[src/srdm_consts.vh]
// constants for the receive alignment and protocol monitor
// assumes 16-bit link words, one control flag lane, 32-bit register bus
// ============================================================
// Overview of operation
// - pulse alignment-failure error when the aligner cannot find byte alignment
// - aligner-locked status goes high once aligned to the training pattern
// - seventeen lane lock bits, each high once its lane has locked
// - force-unlock drops all lock and restarts training and alignment
// - one sync status combining alignment lock, channel sync and parity service
// - training-seen debug flag; it does not mean the lanes are deskewed
// - reserved control word flag, informational only, data path unchanged
// - good limit sets consecutive correct parity checks that clear out-of-service
// - bad limit sets consecutive parity mismatches that set out-of-service
// - data keeps flowing while out-of-service is asserted
// - parity error pulses in each cycle with at least one parity mismatch
// - protocol error on an invalid control/data state transition
// - training error when a training sequence is malformed
// - start-of-burst error when data arrives without a payload control word
// - start-of-packet spacing error when two starts come under eight cycles apart
// - overflow error when the staging buffer overflows and data is lost
// - while flush is asserted no data is written downstream
// - flag any burst not closed by an end-of-packet whose length is not a multiple of sixteen bytes
// - flag an end-of-packet abort received on the link
// - on an odd-length burst the pad byte must be zero, else flag
`ifndef SRDM_CONSTS_VH
`define SRDM_CONSTS_VH

// ============================================================
// register word indices
`define SRDM_REG_CTRL 3'h0
`define SRDM_REG_LIMIT 3'h1
`define SRDM_REG_STATUS 3'h2
`define SRDM_REG_LANES 3'h3
`define SRDM_REG_ERR 3'h4

// ============================================================
// field positions
`define SRDM_CTRL_UNLOCK 0
`define SRDM_CTRL_FLUSH 1
`define SRDM_LIMIT_GOOD_LSB 0
`define SRDM_LIMIT_BAD_LSB 4
`define SRDM_LIMIT_RESET 8'h44
`define SRDM_ERR_BITS 11

// ============================================================
// link word encodings
`define SRDM_TRAIN_CW 16'h0fff
`define SRDM_TRAIN_DW 16'hf000
`define SRDM_EOPS_NONE 2'h0
`define SRDM_EOPS_ABORT 2'h1
`define SRDM_EOPS_ONE 2'h3
`define SRDM_SOP_GAP 4'h8
`define SRDM_BURST_WORD_BITS 3

`endif

[src/srdm_sync.v]
// two-flop synchroniser for a group of link pins
// assumes the pins are stable for many system clocks around each link edge
`timescale 1ns/100ps
module srdm_sync #(
  parameter WIDTH = 18
) (
  // clock and reset
  input wire clk_sys_i,
  input wire rst_i,
  // asynchronous pins and their synchronised copy
  input wire [WIDTH-1:0] async_i,
  output reg [WIDTH-1:0] sync_o
);

  reg [WIDTH-1:0] meta_q;

  // ============================================================
  // first stage feeds only the second
  always @(posedge clk_sys_i or posedge rst_i)
  begin
    if (rst_i)
    begin
      meta_q <= {WIDTH{1'b0}};
      sync_o <= {WIDTH{1'b0}};
    end
    else
    begin
      meta_q <= async_i;
      sync_o <= meta_q;
    end
  end

endmodule

[src/srdm_top.v]
// receive alignment, parity service and protocol monitor with register slave
// assumes link pins change away from the link clock rising edge
`timescale 1ns/100ps
`include "srdm_consts.vh"
module srdm_top #(
  parameter LANES = 17,
  parameter LOCK_EDGES = 8,
  parameter ALIGN_EDGES = 64,
  parameter NUM_PORTS = 16
) (
  // clock and reset
  input wire clk_sys_i,
  input wire rst_i,
  // link pins
  input wire rdclk_i,
  input wire [15:0] rdat_i,
  input wire rctl_i,
  // register bus
  input wire [2:0] avs_address_i,
  input wire avs_read_i,
  input wire avs_write_i,
  input wire [31:0] avs_writedata_i,
  output reg [31:0] avs_readdata_o,
  output reg avs_waitrequest_o,
  // forwarded data
  input wire out_ready_i,
  output reg out_valid_o,
  output reg [15:0] out_data_o,
  output reg out_sop_o,
  output reg [7:0] out_port_o,
  // status
  output reg aligner_locked_o,
  output reg [LANES-1:0] lane_locked_o,
  output reg rx_sync_o,
  output reg training_seen_o,
  output reg reserved_ctrl_word_seen_o,
  output reg out_of_service_o,
  // error pulses
  output reg align_fail_err_o,
  output reg parity_err_o,
  output reg protocol_err_o,
  output reg training_err_o,
  output reg sob_err_o,
  output reg sop_spacing_err_o,
  output reg overflow_err_o,
  output reg burst_len_err_o,
  output reg bad_port_addr_err_o,
  output reg eop_abort_o,
  output reg pad_nonzero_err_o
);

  localparam ST_IDLE = 3'b001;
  localparam ST_PAY = 3'b010;
  localparam ST_DATA = 3'b100;

  function [3:0] fold4;
    input [15:0] x;
    begin
      fold4 = x[15:12] ^ x[11:8] ^ x[7:4] ^ x[3:0];
    end
  endfunction

  wire [17:0] pins_s;
  reg clk_prev_q;
  reg [1:0] ctrl_q;
  reg [7:0] limit_q;
  reg [`SRDM_ERR_BITS-1:0] err_q;
  reg [2:0] st_q;
  reg [15:0] acc_q;
  reg [15:0] last_q;
  reg [3:0] good_q;
  reg [3:0] bad_q;
  reg [3:0] gap_q;
  reg [`SRDM_BURST_WORD_BITS-1:0] words_q;
  reg data_seen_q;
  reg first_q;
  reg [7:0] lock_cnt_q;
  reg [7:0] align_cnt_q;
  reg deskew_q;
  wire [LANES-1:0] lane_d;
  wire ev;
  wire [15:0] w;
  wire c;
  wire [1:0] eops;
  wire tr_cw;
  wire tr_dw;
  wire all_locked;
  wire [3:0] dip4;
  wire mism;
  wire [`SRDM_ERR_BITS-1:0] err_ev;

  // ============================================================
  // link pin capture and edge find
  srdm_sync #(
    .WIDTH(18)
  ) u_sync (
    .clk_sys_i(clk_sys_i),
    .rst_i(rst_i),
    .async_i({rdclk_i, rctl_i, rdat_i}),
    .sync_o(pins_s)
  );

  always @(posedge clk_sys_i or posedge rst_i)
  begin
    if (rst_i)
      clk_prev_q <= 1'b0;
    else
      clk_prev_q <= pins_s[17];
  end

  assign ev = pins_s[17] & ~clk_prev_q;
  assign w = pins_s[15:0];
  assign c = pins_s[16];
  assign eops = w[14:13];
  assign tr_cw = c & (w == `SRDM_TRAIN_CW);
  assign tr_dw = ~c & (w == `SRDM_TRAIN_DW);
  assign dip4 = fold4(acc_q ^ {w[15:4], 4'hf});
  assign mism = dip4 != w[3:0];
  assign all_locked = &lane_locked_o;

  // ============================================================
  // register slave, one wait cycle per access
  always @(posedge clk_sys_i or posedge rst_i)
  begin
    if (rst_i)
    begin
      avs_waitrequest_o <= 1'b1;
      avs_readdata_o <= 32'h0;
      ctrl_q <= 2'h0;
      limit_q <= `SRDM_LIMIT_RESET;
    end
    else
    begin
      if ((avs_read_i | avs_write_i) & avs_waitrequest_o)
        avs_waitrequest_o <= 1'b0;
      else
        avs_waitrequest_o <= 1'b1;
      if (avs_read_i & avs_waitrequest_o)
      begin
        case (avs_address_i)
          `SRDM_REG_CTRL: avs_readdata_o <= {30'h0, ctrl_q};
          `SRDM_REG_LIMIT: avs_readdata_o <= {24'h0, limit_q};
          `SRDM_REG_STATUS: avs_readdata_o <= {26'h0, out_of_service_o,
            reserved_ctrl_word_seen_o, training_seen_o, rx_sync_o,
            aligner_locked_o, deskew_q};
          `SRDM_REG_LANES: avs_readdata_o <= {{(32-LANES){1'b0}}, lane_locked_o};
          `SRDM_REG_ERR: avs_readdata_o <= {{(32-`SRDM_ERR_BITS){1'b0}}, err_q};
          default: avs_readdata_o <= 32'h0;
        endcase
      end
      if (avs_write_i & ~avs_waitrequest_o)
      begin
        if (avs_address_i == `SRDM_REG_CTRL)
          ctrl_q <= avs_writedata_i[1:0];
        if (avs_address_i == `SRDM_REG_LIMIT)
          limit_q <= avs_writedata_i[7:0];
      end
    end
  end

  // ============================================================
  // sticky error capture, set wins over clear
  assign err_ev = {pad_nonzero_err_o, eop_abort_o, bad_port_addr_err_o,
    burst_len_err_o, overflow_err_o, sop_spacing_err_o, sob_err_o,
    training_err_o, protocol_err_o, parity_err_o, align_fail_err_o};

  always @(posedge clk_sys_i or posedge rst_i)
  begin
    if (rst_i)
      err_q <= {`SRDM_ERR_BITS{1'b0}};
    else if (avs_write_i & ~avs_waitrequest_o & (avs_address_i == `SRDM_REG_ERR))
      err_q <= (err_q & ~avs_writedata_i[`SRDM_ERR_BITS-1:0]) | err_ev;
    else
      err_q <= err_q | err_ev;
  end

  // ============================================================
  // lane lock and aligner
  genvar gi;
  generate
    for (gi = 0; gi < LANES; gi = gi + 1)
    begin : g_lane
      assign lane_d[gi] = lock_cnt_q >= (LOCK_EDGES + gi);
    end
  endgenerate

  always @(posedge clk_sys_i or posedge rst_i)
  begin
    if (rst_i)
    begin
      lock_cnt_q <= 8'h0;
      align_cnt_q <= 8'h0;
      lane_locked_o <= {LANES{1'b0}};
      align_fail_err_o <= 1'b0;
      rx_sync_o <= 1'b0;
    end
    else
    begin
      align_fail_err_o <= 1'b0;
      lane_locked_o <= lane_d;
      rx_sync_o <= aligner_locked_o & deskew_q & all_locked & ~out_of_service_o;
      if (ctrl_q[`SRDM_CTRL_UNLOCK])
      begin
        lock_cnt_q <= 8'h0;
        align_cnt_q <= 8'h0;
      end
      else if (ev)
      begin
        if (lock_cnt_q != 8'hff)
          lock_cnt_q <= lock_cnt_q + 8'h1;
        if (all_locked & ~aligner_locked_o)
        begin
          if (align_cnt_q == ALIGN_EDGES[7:0] - 8'h1)
          begin
            align_fail_err_o <= 1'b1;
            align_cnt_q <= 8'h0;
            lock_cnt_q <= 8'h0;
          end
          else
            align_cnt_q <= align_cnt_q + 8'h1;
        end
        else
          align_cnt_q <= 8'h0;
      end
    end
  end

  // ============================================================
  // training, parity service and burst protocol
  always @(posedge clk_sys_i or posedge rst_i)
  begin
    if (rst_i)
    begin
      st_q <= ST_IDLE;
      acc_q <= 16'h0;
      last_q <= 16'h0;
      good_q <= 4'h0;
      bad_q <= 4'h0;
      gap_q <= `SRDM_SOP_GAP;
      words_q <= {`SRDM_BURST_WORD_BITS{1'b0}};
      data_seen_q <= 1'b0;
      first_q <= 1'b0;
      deskew_q <= 1'b0;
      aligner_locked_o <= 1'b0;
      training_seen_o <= 1'b0;
      reserved_ctrl_word_seen_o <= 1'b0;
      out_of_service_o <= 1'b1;
      parity_err_o <= 1'b0;
      protocol_err_o <= 1'b0;
      training_err_o <= 1'b0;
      sob_err_o <= 1'b0;
      sop_spacing_err_o <= 1'b0;
      overflow_err_o <= 1'b0;
      burst_len_err_o <= 1'b0;
      bad_port_addr_err_o <= 1'b0;
      eop_abort_o <= 1'b0;
      pad_nonzero_err_o <= 1'b0;
      out_valid_o <= 1'b0;
      out_data_o <= 16'h0;
      out_sop_o <= 1'b0;
      out_port_o <= 8'h0;
    end
    else
    begin
      parity_err_o <= 1'b0;
      protocol_err_o <= 1'b0;
      training_err_o <= 1'b0;
      sob_err_o <= 1'b0;
      sop_spacing_err_o <= 1'b0;
      overflow_err_o <= 1'b0;
      burst_len_err_o <= 1'b0;
      bad_port_addr_err_o <= 1'b0;
      eop_abort_o <= 1'b0;
      pad_nonzero_err_o <= 1'b0;
      if (out_valid_o & out_ready_i)
        out_valid_o <= 1'b0;
      if (ctrl_q[`SRDM_CTRL_FLUSH])
        out_valid_o <= 1'b0;
      if (ctrl_q[`SRDM_CTRL_UNLOCK])
      begin
        aligner_locked_o <= 1'b0;
        deskew_q <= 1'b0;
        training_seen_o <= 1'b0;
        st_q <= ST_IDLE;
      end
      else if (ev)
      begin
        if (gap_q != `SRDM_SOP_GAP)
          gap_q <= gap_q + 4'h1;
        if (tr_cw)
        begin
          training_seen_o <= 1'b1;
          data_seen_q <= 1'b0;
          acc_q <= 16'h0;
          st_q <= ST_IDLE;
        end
        else if (training_seen_o & tr_dw)
          data_seen_q <= 1'b1;
        else if (training_seen_o)
        begin
          training_seen_o <= 1'b0;
          if (~data_seen_q)
            training_err_o <= 1'b1;
          else if (all_locked)
          begin
            aligner_locked_o <= 1'b1;
            deskew_q <= 1'b1;
          end
        end
        if (~tr_cw & ~tr_dw & c)
        begin
          acc_q <= 16'h0;
          if (mism)
          begin
            parity_err_o <= 1'b1;
            good_q <= 4'h0;
            if (bad_q != 4'hf)
              bad_q <= bad_q + 4'h1;
            if (bad_q + 4'h1 >= limit_q[`SRDM_LIMIT_BAD_LSB+:4])
              out_of_service_o <= 1'b1;
          end
          else
          begin
            bad_q <= 4'h0;
            if (good_q != 4'hf)
              good_q <= good_q + 4'h1;
            if (good_q + 4'h1 >= limit_q[`SRDM_LIMIT_GOOD_LSB+:4])
              out_of_service_o <= 1'b0;
          end
          if (st_q == ST_PAY)
            protocol_err_o <= 1'b1;
          if ((st_q == ST_IDLE) & (eops != `SRDM_EOPS_NONE))
            protocol_err_o <= 1'b1;
          if (st_q == ST_DATA)
          begin
            if ((eops == `SRDM_EOPS_NONE) & (words_q != 0))
              burst_len_err_o <= 1'b1;
            if ((eops == `SRDM_EOPS_ONE) & (last_q[7:0] != 8'h0))
              pad_nonzero_err_o <= 1'b1;
            if (eops == `SRDM_EOPS_ABORT)
              eop_abort_o <= 1'b1;
          end
          if (w[15])
          begin
            st_q <= ST_PAY;
            words_q <= {`SRDM_BURST_WORD_BITS{1'b0}};
            first_q <= w[12];
            out_port_o <= w[11:4];
            if ({24'h0, w[11:4]} >= NUM_PORTS)
              bad_port_addr_err_o <= 1'b1;
            if (w[12])
            begin
              gap_q <= 4'h1;
              if (gap_q < `SRDM_SOP_GAP)
                sop_spacing_err_o <= 1'b1;
            end
          end
          else
          begin
            st_q <= ST_IDLE;
            if (w[12])
              reserved_ctrl_word_seen_o <= 1'b1;
          end
        end
        else if (~tr_cw & ~tr_dw & ~c)
        begin
          acc_q <= acc_q ^ w;
          if (st_q == ST_IDLE)
            sob_err_o <= 1'b1;
          else
          begin
            st_q <= ST_DATA;
            last_q <= w;
            words_q <= words_q + 1'b1;
            first_q <= 1'b0;
            if (~ctrl_q[`SRDM_CTRL_FLUSH])
            begin
              if (out_valid_o & ~out_ready_i)
                overflow_err_o <= 1'b1;
              else
              begin
                out_valid_o <= 1'b1;
                out_data_o <= w;
                out_sop_o <= first_q;
              end
            end
          end
        end
      end
    end
  end

endmodule

[config.mk]
export PLATFORM = sky130hd
export DESIGN_NAME = srdm_top
export DESIGN_NICKNAME = d
export VERILOG_FILES = /design/src/srdm_sync.v /design/src/srdm_top.v
export VERILOG_INCLUDE_DIRS = /design/src
export SDC_FILE = /design/constraint.sdc
export NUM_CORES = 1
export LEC_CHECK = 0
export ABC_AREA = 1
export BUFFER_PORTS_ARGS = -buffer_cell sky130_fd_sc_hd__clkbuf_2
export CORE_MARGIN = 5
export CORE_UTILIZATION = 40
export DETAILED_ROUTE_END_ITERATION = 10
export PLACE_DENSITY = 0.6
export SYNTH_ARGS = -nofsm -noshare
export SYNTH_HDL_FRONTEND = slang
export SYNTH_SLANG_ARGS = --single-unit
[constraint.sdc]
create_clock -name clk_sys_i -period 14.2 [get_ports clk_sys_i]
set_clock_uncertainty 0.05 [all_clocks]
set_input_delay 2.84 -clock clk_sys_i [delete_from_list [all_inputs] [get_ports clk_sys_i]]
set_output_delay 2.84 -clock clk_sys_i [all_outputs]
set_load 0.01 [all_outputs]
==> results of run 1 <==
registers in the layout, indices dropped and copies added, names as in the netlist, 8 cells and up:
register and flops:
limit_q 8, last_q 8, lane_locked_o 17, out_port_o 8, u_sync.sync_o 18, u_sync.meta_q 18
avs_readdata_o 17, lock_cnt_q 8, acc_q 16, err_q 11, align_cnt_q 8, out_data_o 16
cells by family (layout without fill, tap and decap cells):
kind of cell / count (synthesis) / after routing / share of synthesized area
buf+inv: 173 / 288 / 0.0829
simple gates: 462 / 462 / 0.229
xor+xnor: 14 / 14 / 0.0138
fa+ha+maj: 19 / 19 / 0.0268
other cells: 1 / 15 / 0.000422
flops: 195 / 195 / 0.550
compound gates: 151 / 151 / 0.0963
layout by cell type (no fill, tap or decap), drive strengths merged, types with 12 or more instances in the layout:
| cell type | synthesis | routed |
|---|---|---|
| nand4 | 21 | 21 |
| conb | 1 | 15 |
| o22ai | 24 | 24 |
| nor3 | 13 | 13 |
| inv | 141 | 145 |
| o21ai | 96 | 96 |
| nand3 | 41 | 41 |
| ha | 19 | 19 |
| clkbuf | 8 | 130 |
| nor2 | 42 | 42 |
| xor2 | 12 | 12 |
| dfrtp | 189 | 189 |
| nand2 | 324 | 324 |
stage by stage:
stage | instance area (um2) | util | hold slack (ns) | worst slack [ns] | power [W]
after global routing | 10300 | 0.472 | 0.308 | 9.79 | 0.00165
after detailed placement | 9660 | 0.443 | 0.285 | 9.53 | 0.00106
after global placement | 9660 | 0.443 | 0.282 | 9.53 | 0.00105
final | 10300 | 0.472 | 0.301 | 10.13 | 0.00154
after CTS | 10300 | 0.472 | 0.303 | 10.01 | 0.00156
after floorplan | 8930 | - | 0.281 | 6.01 | 0.000953
final cells by class:
type | count | area (um2) | share of cell area
Sequential cell | 195 | 4890 | 0.475
Multi-Input combinational cell | 661 | 3310 | 0.321
Inverter | 142 | 543 | 0.0527
Clock inverter | 15 | 211 | 0.0205
Clock buffer | 17 | 425 | 0.0413
Tap cell | 280 | 350 | 0.0340
Timing Repair Buffer | 114 | 573 | 0.0556
final timing paths:
check,depth (start not counted),endpoint,from
min reg2reg,0,u_sync.sync_o[15],u_sync.meta_q[15]
max in group asynchronous,3,acc_q[0],rst_i
max,1,out_of_service_o,out_of_service_o
min in group asynchronous,2,limit_q[7],rst_i
max reg2reg,10,last_q[0],clk_prev_q
min,0,u_sync.sync_o[15],u_sync.meta_q[15]
per-layer routing:
metal	global-route usage	routed length [um]	vias up	share of wire
li1	-	-	3474	-
met2	0.267	9810	160	0.46
met5	0	0	-	0
met4	0.0543	359	0	0.017
met1	0.237	10100	3254	0.47
met3	0.0347	950	23	0.045
power by group:
part	internal, W	switching [W]
sequential	0.000651	0.0000696
clock	0.000257	0.000243
combinational	0.000126	0.000197
==> results_dict.tcl, run 1 <==
set metrics [dict create \
    finalSetupTns_ns 0 \
    rows 54 \
    grt_overflow 0 \
    synth-main-ff-cell "dfrtp_1" \
    synth_top_cell_area_share 0.533 \
    diodes 0 \
    hold_class "register to register" \
    yosysUniqueCellTypes 49 \
    worst_ep_arrival_time_ns 1.18 \
    syn_to_final_growth_pct 16.0 \
    die_y_um 159 \
    insertion_delay_ns 0.43 \
    cp_slowest_cell "dfstp_2" \
    ys_ff_latch 195 \
    worstPathRequired_ns 11.31 \
    ys_seq_area_frac 0.550 \
    clock.fmax_mhz 246 \
    gp_congestion 0.838 \
    total_leakage_power_nw 5.38 \
    ys_top_cells_by_area "dfrtp_1 (53%), nand2_1 (13%), inv_1 (5.4%)" \
    dp_hpwl_mm 15.6 \
    postCtsResizedCells 0 \
    grt_pass1_wl_mm 35.3 \
    synth_largest_area_cell "dfrtp_1" \
    antenna_found_initial 0 \
    cts-buffers-inserted 17 \
    rrSetupSlack_ns 11.25 \
    die_area_mm2 0.0253 \
    worst_setup_path_start_kind "register" \
    cts_tree "yes" \
    start_util 0.407 \
    slowest_delay_ns 0.59 \
    final_cells 1424 \
    ios 150 \
    clkSlewWorstSetupHoldPaths_ns 0.08 \
    cts_sinks 195 \
    vias_per_cell 4.85 \
    hold_viol 0 \
    synth_commonest_cells "nand2_1 (313), dfrtp_1 (189), inv_1 (127)" \
    synthesis.area_mm2 0.00888 \
    clk_path_buf_depth 2 \
    port_buffers 113 \
    path_max_fanout 4 \
    slew_violations 0 \
    period_needed_ns 4.07 \
    synth_cells 1015 \
    vdd_ir_drop_max_uv 67.6 \
    drc 0 \
    grt_max_degree 121 \
    synth_most_common_cell "nand2_1" \
    drive_gt1_frac 0.177 \
    nFillCells 2124 \
    dpl.cell_count 1392 \
    drv_cap 0 \
    status "complete, no violations" \
    first_iter_violations 449 \
    grt_pass1_vias 6793 \
    tightest_slew_ns 0.941 \
    worstSetupPathType "register to primary output" \
    drt-total-wl_mm 21.2 \
    yosysWarnings 0 \
    die_width_um 159 \
    critPathBufInv 1 \
    wl_per_cell_um 14.9 \
    first_pass_iters 7 \
    synth_edf_count 0 \
    htree_num_levels 4 \
    powerDensity_mw_per_mm2 150 \
    vias 6911 \
    postCtsHoldBufs 0 \
    final_antenna_net_count 0 \
    setup_viol 0 \
    crit_chain "clkbuf_2" \
    worstSetupEndpointType "primary output" \
    slew_headroom 0.373 \
    cts_setup_buffers 0 \
    syn_avg_cell_area_um2 8.75 \
    final_net_count 1208 \
    critical-path-top-delay-family "flip-flops" \
    grt_use_total 0.169 \
    cts-root-buf "clkbuf_16" \
    timing.final.crit_share 0.287 \
    rsz0062_at_grt "no" \
    async_flop_share 1.00 \
    fp.coreArea_mm2 0.0218 \
]
No activity file was read; power rests on OpenSTA's default activity.
==> run 2, diff against run 1 <==
--- a/config.mk
+++ b/config.mk
@@ -6,7 +6,7 @@
 export SDC_FILE = /design/constraint.sdc
 export NUM_CORES = 1
 export LEC_CHECK = 0
-export ABC_AREA = 1
+export ABC_AREA = 0
 export BUFFER_PORTS_ARGS = -buffer_cell sky130_fd_sc_hd__clkbuf_2
 export CORE_MARGIN = 5
 export CORE_UTILIZATION = 40
==> constraint.sdc (replaced) <==
create_clock -name clk_sys_i -period 4 [get_ports clk_sys_i]
set_clock_uncertainty 0.05 [all_clocks]
set_input_delay 0.8 -clock clk_sys_i [delete_from_list [all_inputs] [get_ports clk_sys_i]]
set_output_delay 0.8 -clock clk_sys_i [all_outputs]
set_load 0.01 [all_outputs]
==> run 2 against run 1 <==
  * Sequential power rose to 3.6 times the previous value
  * First-iteration DRC count is 13% lower
  * Via count is 13% lower
  * Power rose to 3.6 times the previous value
  * Non-clock buffer count rose by 6
  * Combinational power grew to 3.6 times the previous value
  * Synthesized cell count fell by 21%
  * Area after synthesis down 3.6%
  * Wire length decreased by 6.7%
  * Core utilization about the same
==> results_dict.tcl, run 2 <==
set metrics [dict create \
    final_net_count 975 \
    worstSetupPathType "register to register" \
    first_pass_iters 6 \
    hold_viol 0 \
    switchingPower_w 0.00174 \
    internal_power_w 0.00375 \
    worst_setup_path_start_kind "register" \
    synthesis.area_mm2 0.00856 \
    rows 53 \
    syn_to_final_growth_pct 15.9 \
    clkSlewWorstSetupHoldPaths_ns 0.08 \
    grt_use_total 0.164 \
    layout_commonest_cell "dfrtp_1" \
    timing.final.crit_share 0.676 \
    wl_met3_mm 1.05 \
    htree_num_levels 4 \
    place_area_mm2 0.00932 \
    postCtsResizedCells 0 \
    final_antenna_net_count 0 \
    clock.fmax_mhz 370 \
    finalSetupTns_ns 0 \
    async_flop_share 1.00 \
    cts-root-buf "clkbuf_16" \
    grt_overflow 0 \
    worstSetupEndpointType "register" \
    setup_viol 0 \
    worst_ep_arrival_time_ns 2.99 \
    layout.cells.most_common_list "dfrtp_1 (189), nand2_1 (117), clkbuf_2 (113)" \
    yosysUniqueCellTypes 61 \
    setup_slack_ns 1.30 \
    die_area_mm2 0.0244 \
    drive_gt1_frac 0.220 \
    start_util 0.407 \
    insertion_delay_ns 0.44 \
    slew_headroom 0.441 \
    synth_largest_area_cell "dfrtp_1" \
    synth_cells 798 \
    antenna_found_initial 0 \
    power_frac_seq 0.474 \
    swShare 0.317 \
    drc 0 \
    diodes 0 \
    synth_commonest_cells "dfrtp_1 (189), nand2_1 (117), o21ai_0 (81)" \
    powerDensity_mw_per_mm2 553 \
    hold_depth 0 \
    period_needed_ns 2.70 \
    clk_path_buf_depth 2 \
    status "complete, no violations" \
    cts_sinks 195 \
    grt_max_degree 144 \
    wl_met1_mm 9.30 \
    cts_setup_buffers 0 \
    die_width_um 156 \
    ios 150 \
    drv_cap 0 \
    ys_top_cells_by_area "dfrtp_1 (55%), nand2_1 (5.1%), o21ai_0 (4.7%)" \
    dp_hpwl_mm 14.1 \
    ys_ff_latch 195 \
    final_area_mm2 0.00993 \
    hold_class "register to register" \
    wl_met2_mm 9.02 \
    vias 6039 \
    reg2reg_depth 7 \
    drt-total-wl_mm 19.8 \
    reg_top3 "u_sync.meta_q (18), u_sync.sync_o (18)" \
    ys_seq_area_frac 0.571 \
    rsz0062_at_grt "no" \
    place_ws_ns 1.32 \
    yosysWarnings 0 \
    die_y_um 156 \
    fp.coreArea_mm2 0.0210 \
    syn_avg_cell_area_um2 10.7 \
    wl_per_cell_um 16.7 \
    synth_top_cell_area_share 0.552 \
    holdWs_ns 0.301 \
    gp_congestion 0.812 \
    synth_edf_count 0 \
    dr.max_layer_used "met4" \
    path_max_fanout 17 \
    tightest_slew_ns 0.831 \
    cts-buffers-inserted 17 \
    synth_most_common_cell "dfrtp_1" \
    port_buffers 113 \
    worstPathRequired_ns 4.28 \
    slew_violations 0 \
    first_iter_violations 392 \
    cts_tree "yes" \
    clkPwrFrac 0.313 \
    grt_pass1_wl_mm 32.0 \
    vias_per_cell 5.09 \
    vdd_ir_drop_max_uv 394 \
    postCtsHoldBufs 0 \
    synth-main-ff-cell "dfrtp_1" \
    total_leakage_power_nw 4.70 \
    grt_pass1_vias 5923 \
    comb_power_share 0.213 \
]
-- run 2: cell types whose count changed in the layout (fill, tap and decap cells not counted), moves of 17 or more --
cell     delta
o21ai_0    +23
nand3_1    -21
xnor2_1    +29
mux2_2     +25
o22ai_1    -17
a21o_1     +18
inv_1     -100
o21ai_1    -32
nand2_1   -196
a21oi_1    +19
-- run 2: path summary, 6_finish.rpt --
check	startpoint	to	slack (ns)
max	u_sync.sync_o[10]	out_data_o[6]	1.30
min	u_sync.meta_q[13]	u_sync.sync_o[13]	0.30
max reg2reg	u_sync.sync_o[10]	out_data_o[6]	1.30
min reg2reg	u_sync.meta_q[13]	u_sync.sync_o[13]	0.30
max in group asynchronous	rst_i	u_sync.sync_o[8]	2.83
min in group asynchronous	rst_i	limit_q[5]	0.48
-- run 2: power groups by stage --
stage | logic, W | clock network [W] | registers, W
after floorplan | 0.000848 | 0 | 0.00260
after global placement | 0.00115 | 0 | 0.00264
after detailed placement | 0.00118 | 0 | 0.00264
after CTS | 0.00119 | 0.00176 | 0.00261
after global routing | 0.00132 | 0.00184 | 0.00266
final | 0.00117 | 0.00172 | 0.00260
-- run 2: logic make-up (layout without fill, tap and decap cells) --
group,Yosys count,count (layout),synth area share
compound gates,175,175,0.124
simple gates,251,251,0.139
xor+xnor,34,34,0.0348
flops,195,195,0.571
fa+ha+maj,19,19,0.0278
buf+inv,80,179,0.0441
other cells,1,15,0.000438
mux,43,43,0.0598
-- run 2: area by class of cell --
class | count | area [um2]
fill | 1959 | 11100
multi-input combinational | 537 | 3350
clock inverter | 15 | 184
clock buffer | 17 | 425
inverter | 27 | 105
tap | 275 | 344
timing repair buffer | 120 | 631
sequential | 195 | 4890
-- run 2: routing by layer --
| metal | vias up | global-route usage |
|---|---|---|
| li1 | 2933 | - |
| met1 | 2922 | 0.230 |
| met2 | 163 | 0.254 |
| met3 | 21 | 0.0360 |
| met4 | 0 | 0.0550 |
| met5 | - | 0 |
-- run 2: per-stage QoR --
stage | instances | utilization | power [W]
5_1_grt | 1186 | 0.472 | 0.00582
4_1_cts | 1186 | 0.472 | 0.00556
6_report | 1186 | 0.472 | 0.00549
3_5_place_dp | 1154 | 0.443 | 0.00382
2_1_floorplan | 812 | - | 0.00345
3_3_place_gp | 1154 | 0.443 | 0.00379
-- run 2: critical path: stages (launching register included) --
cell     delay, ns
dfrtp_1       0.50
nor4_1        0.47
nor4b_1       0.37
nand2_1       0.22
nand3_2       0.33
nor3b_4       0.07
buf_4         0.24
mux2_4        0.32
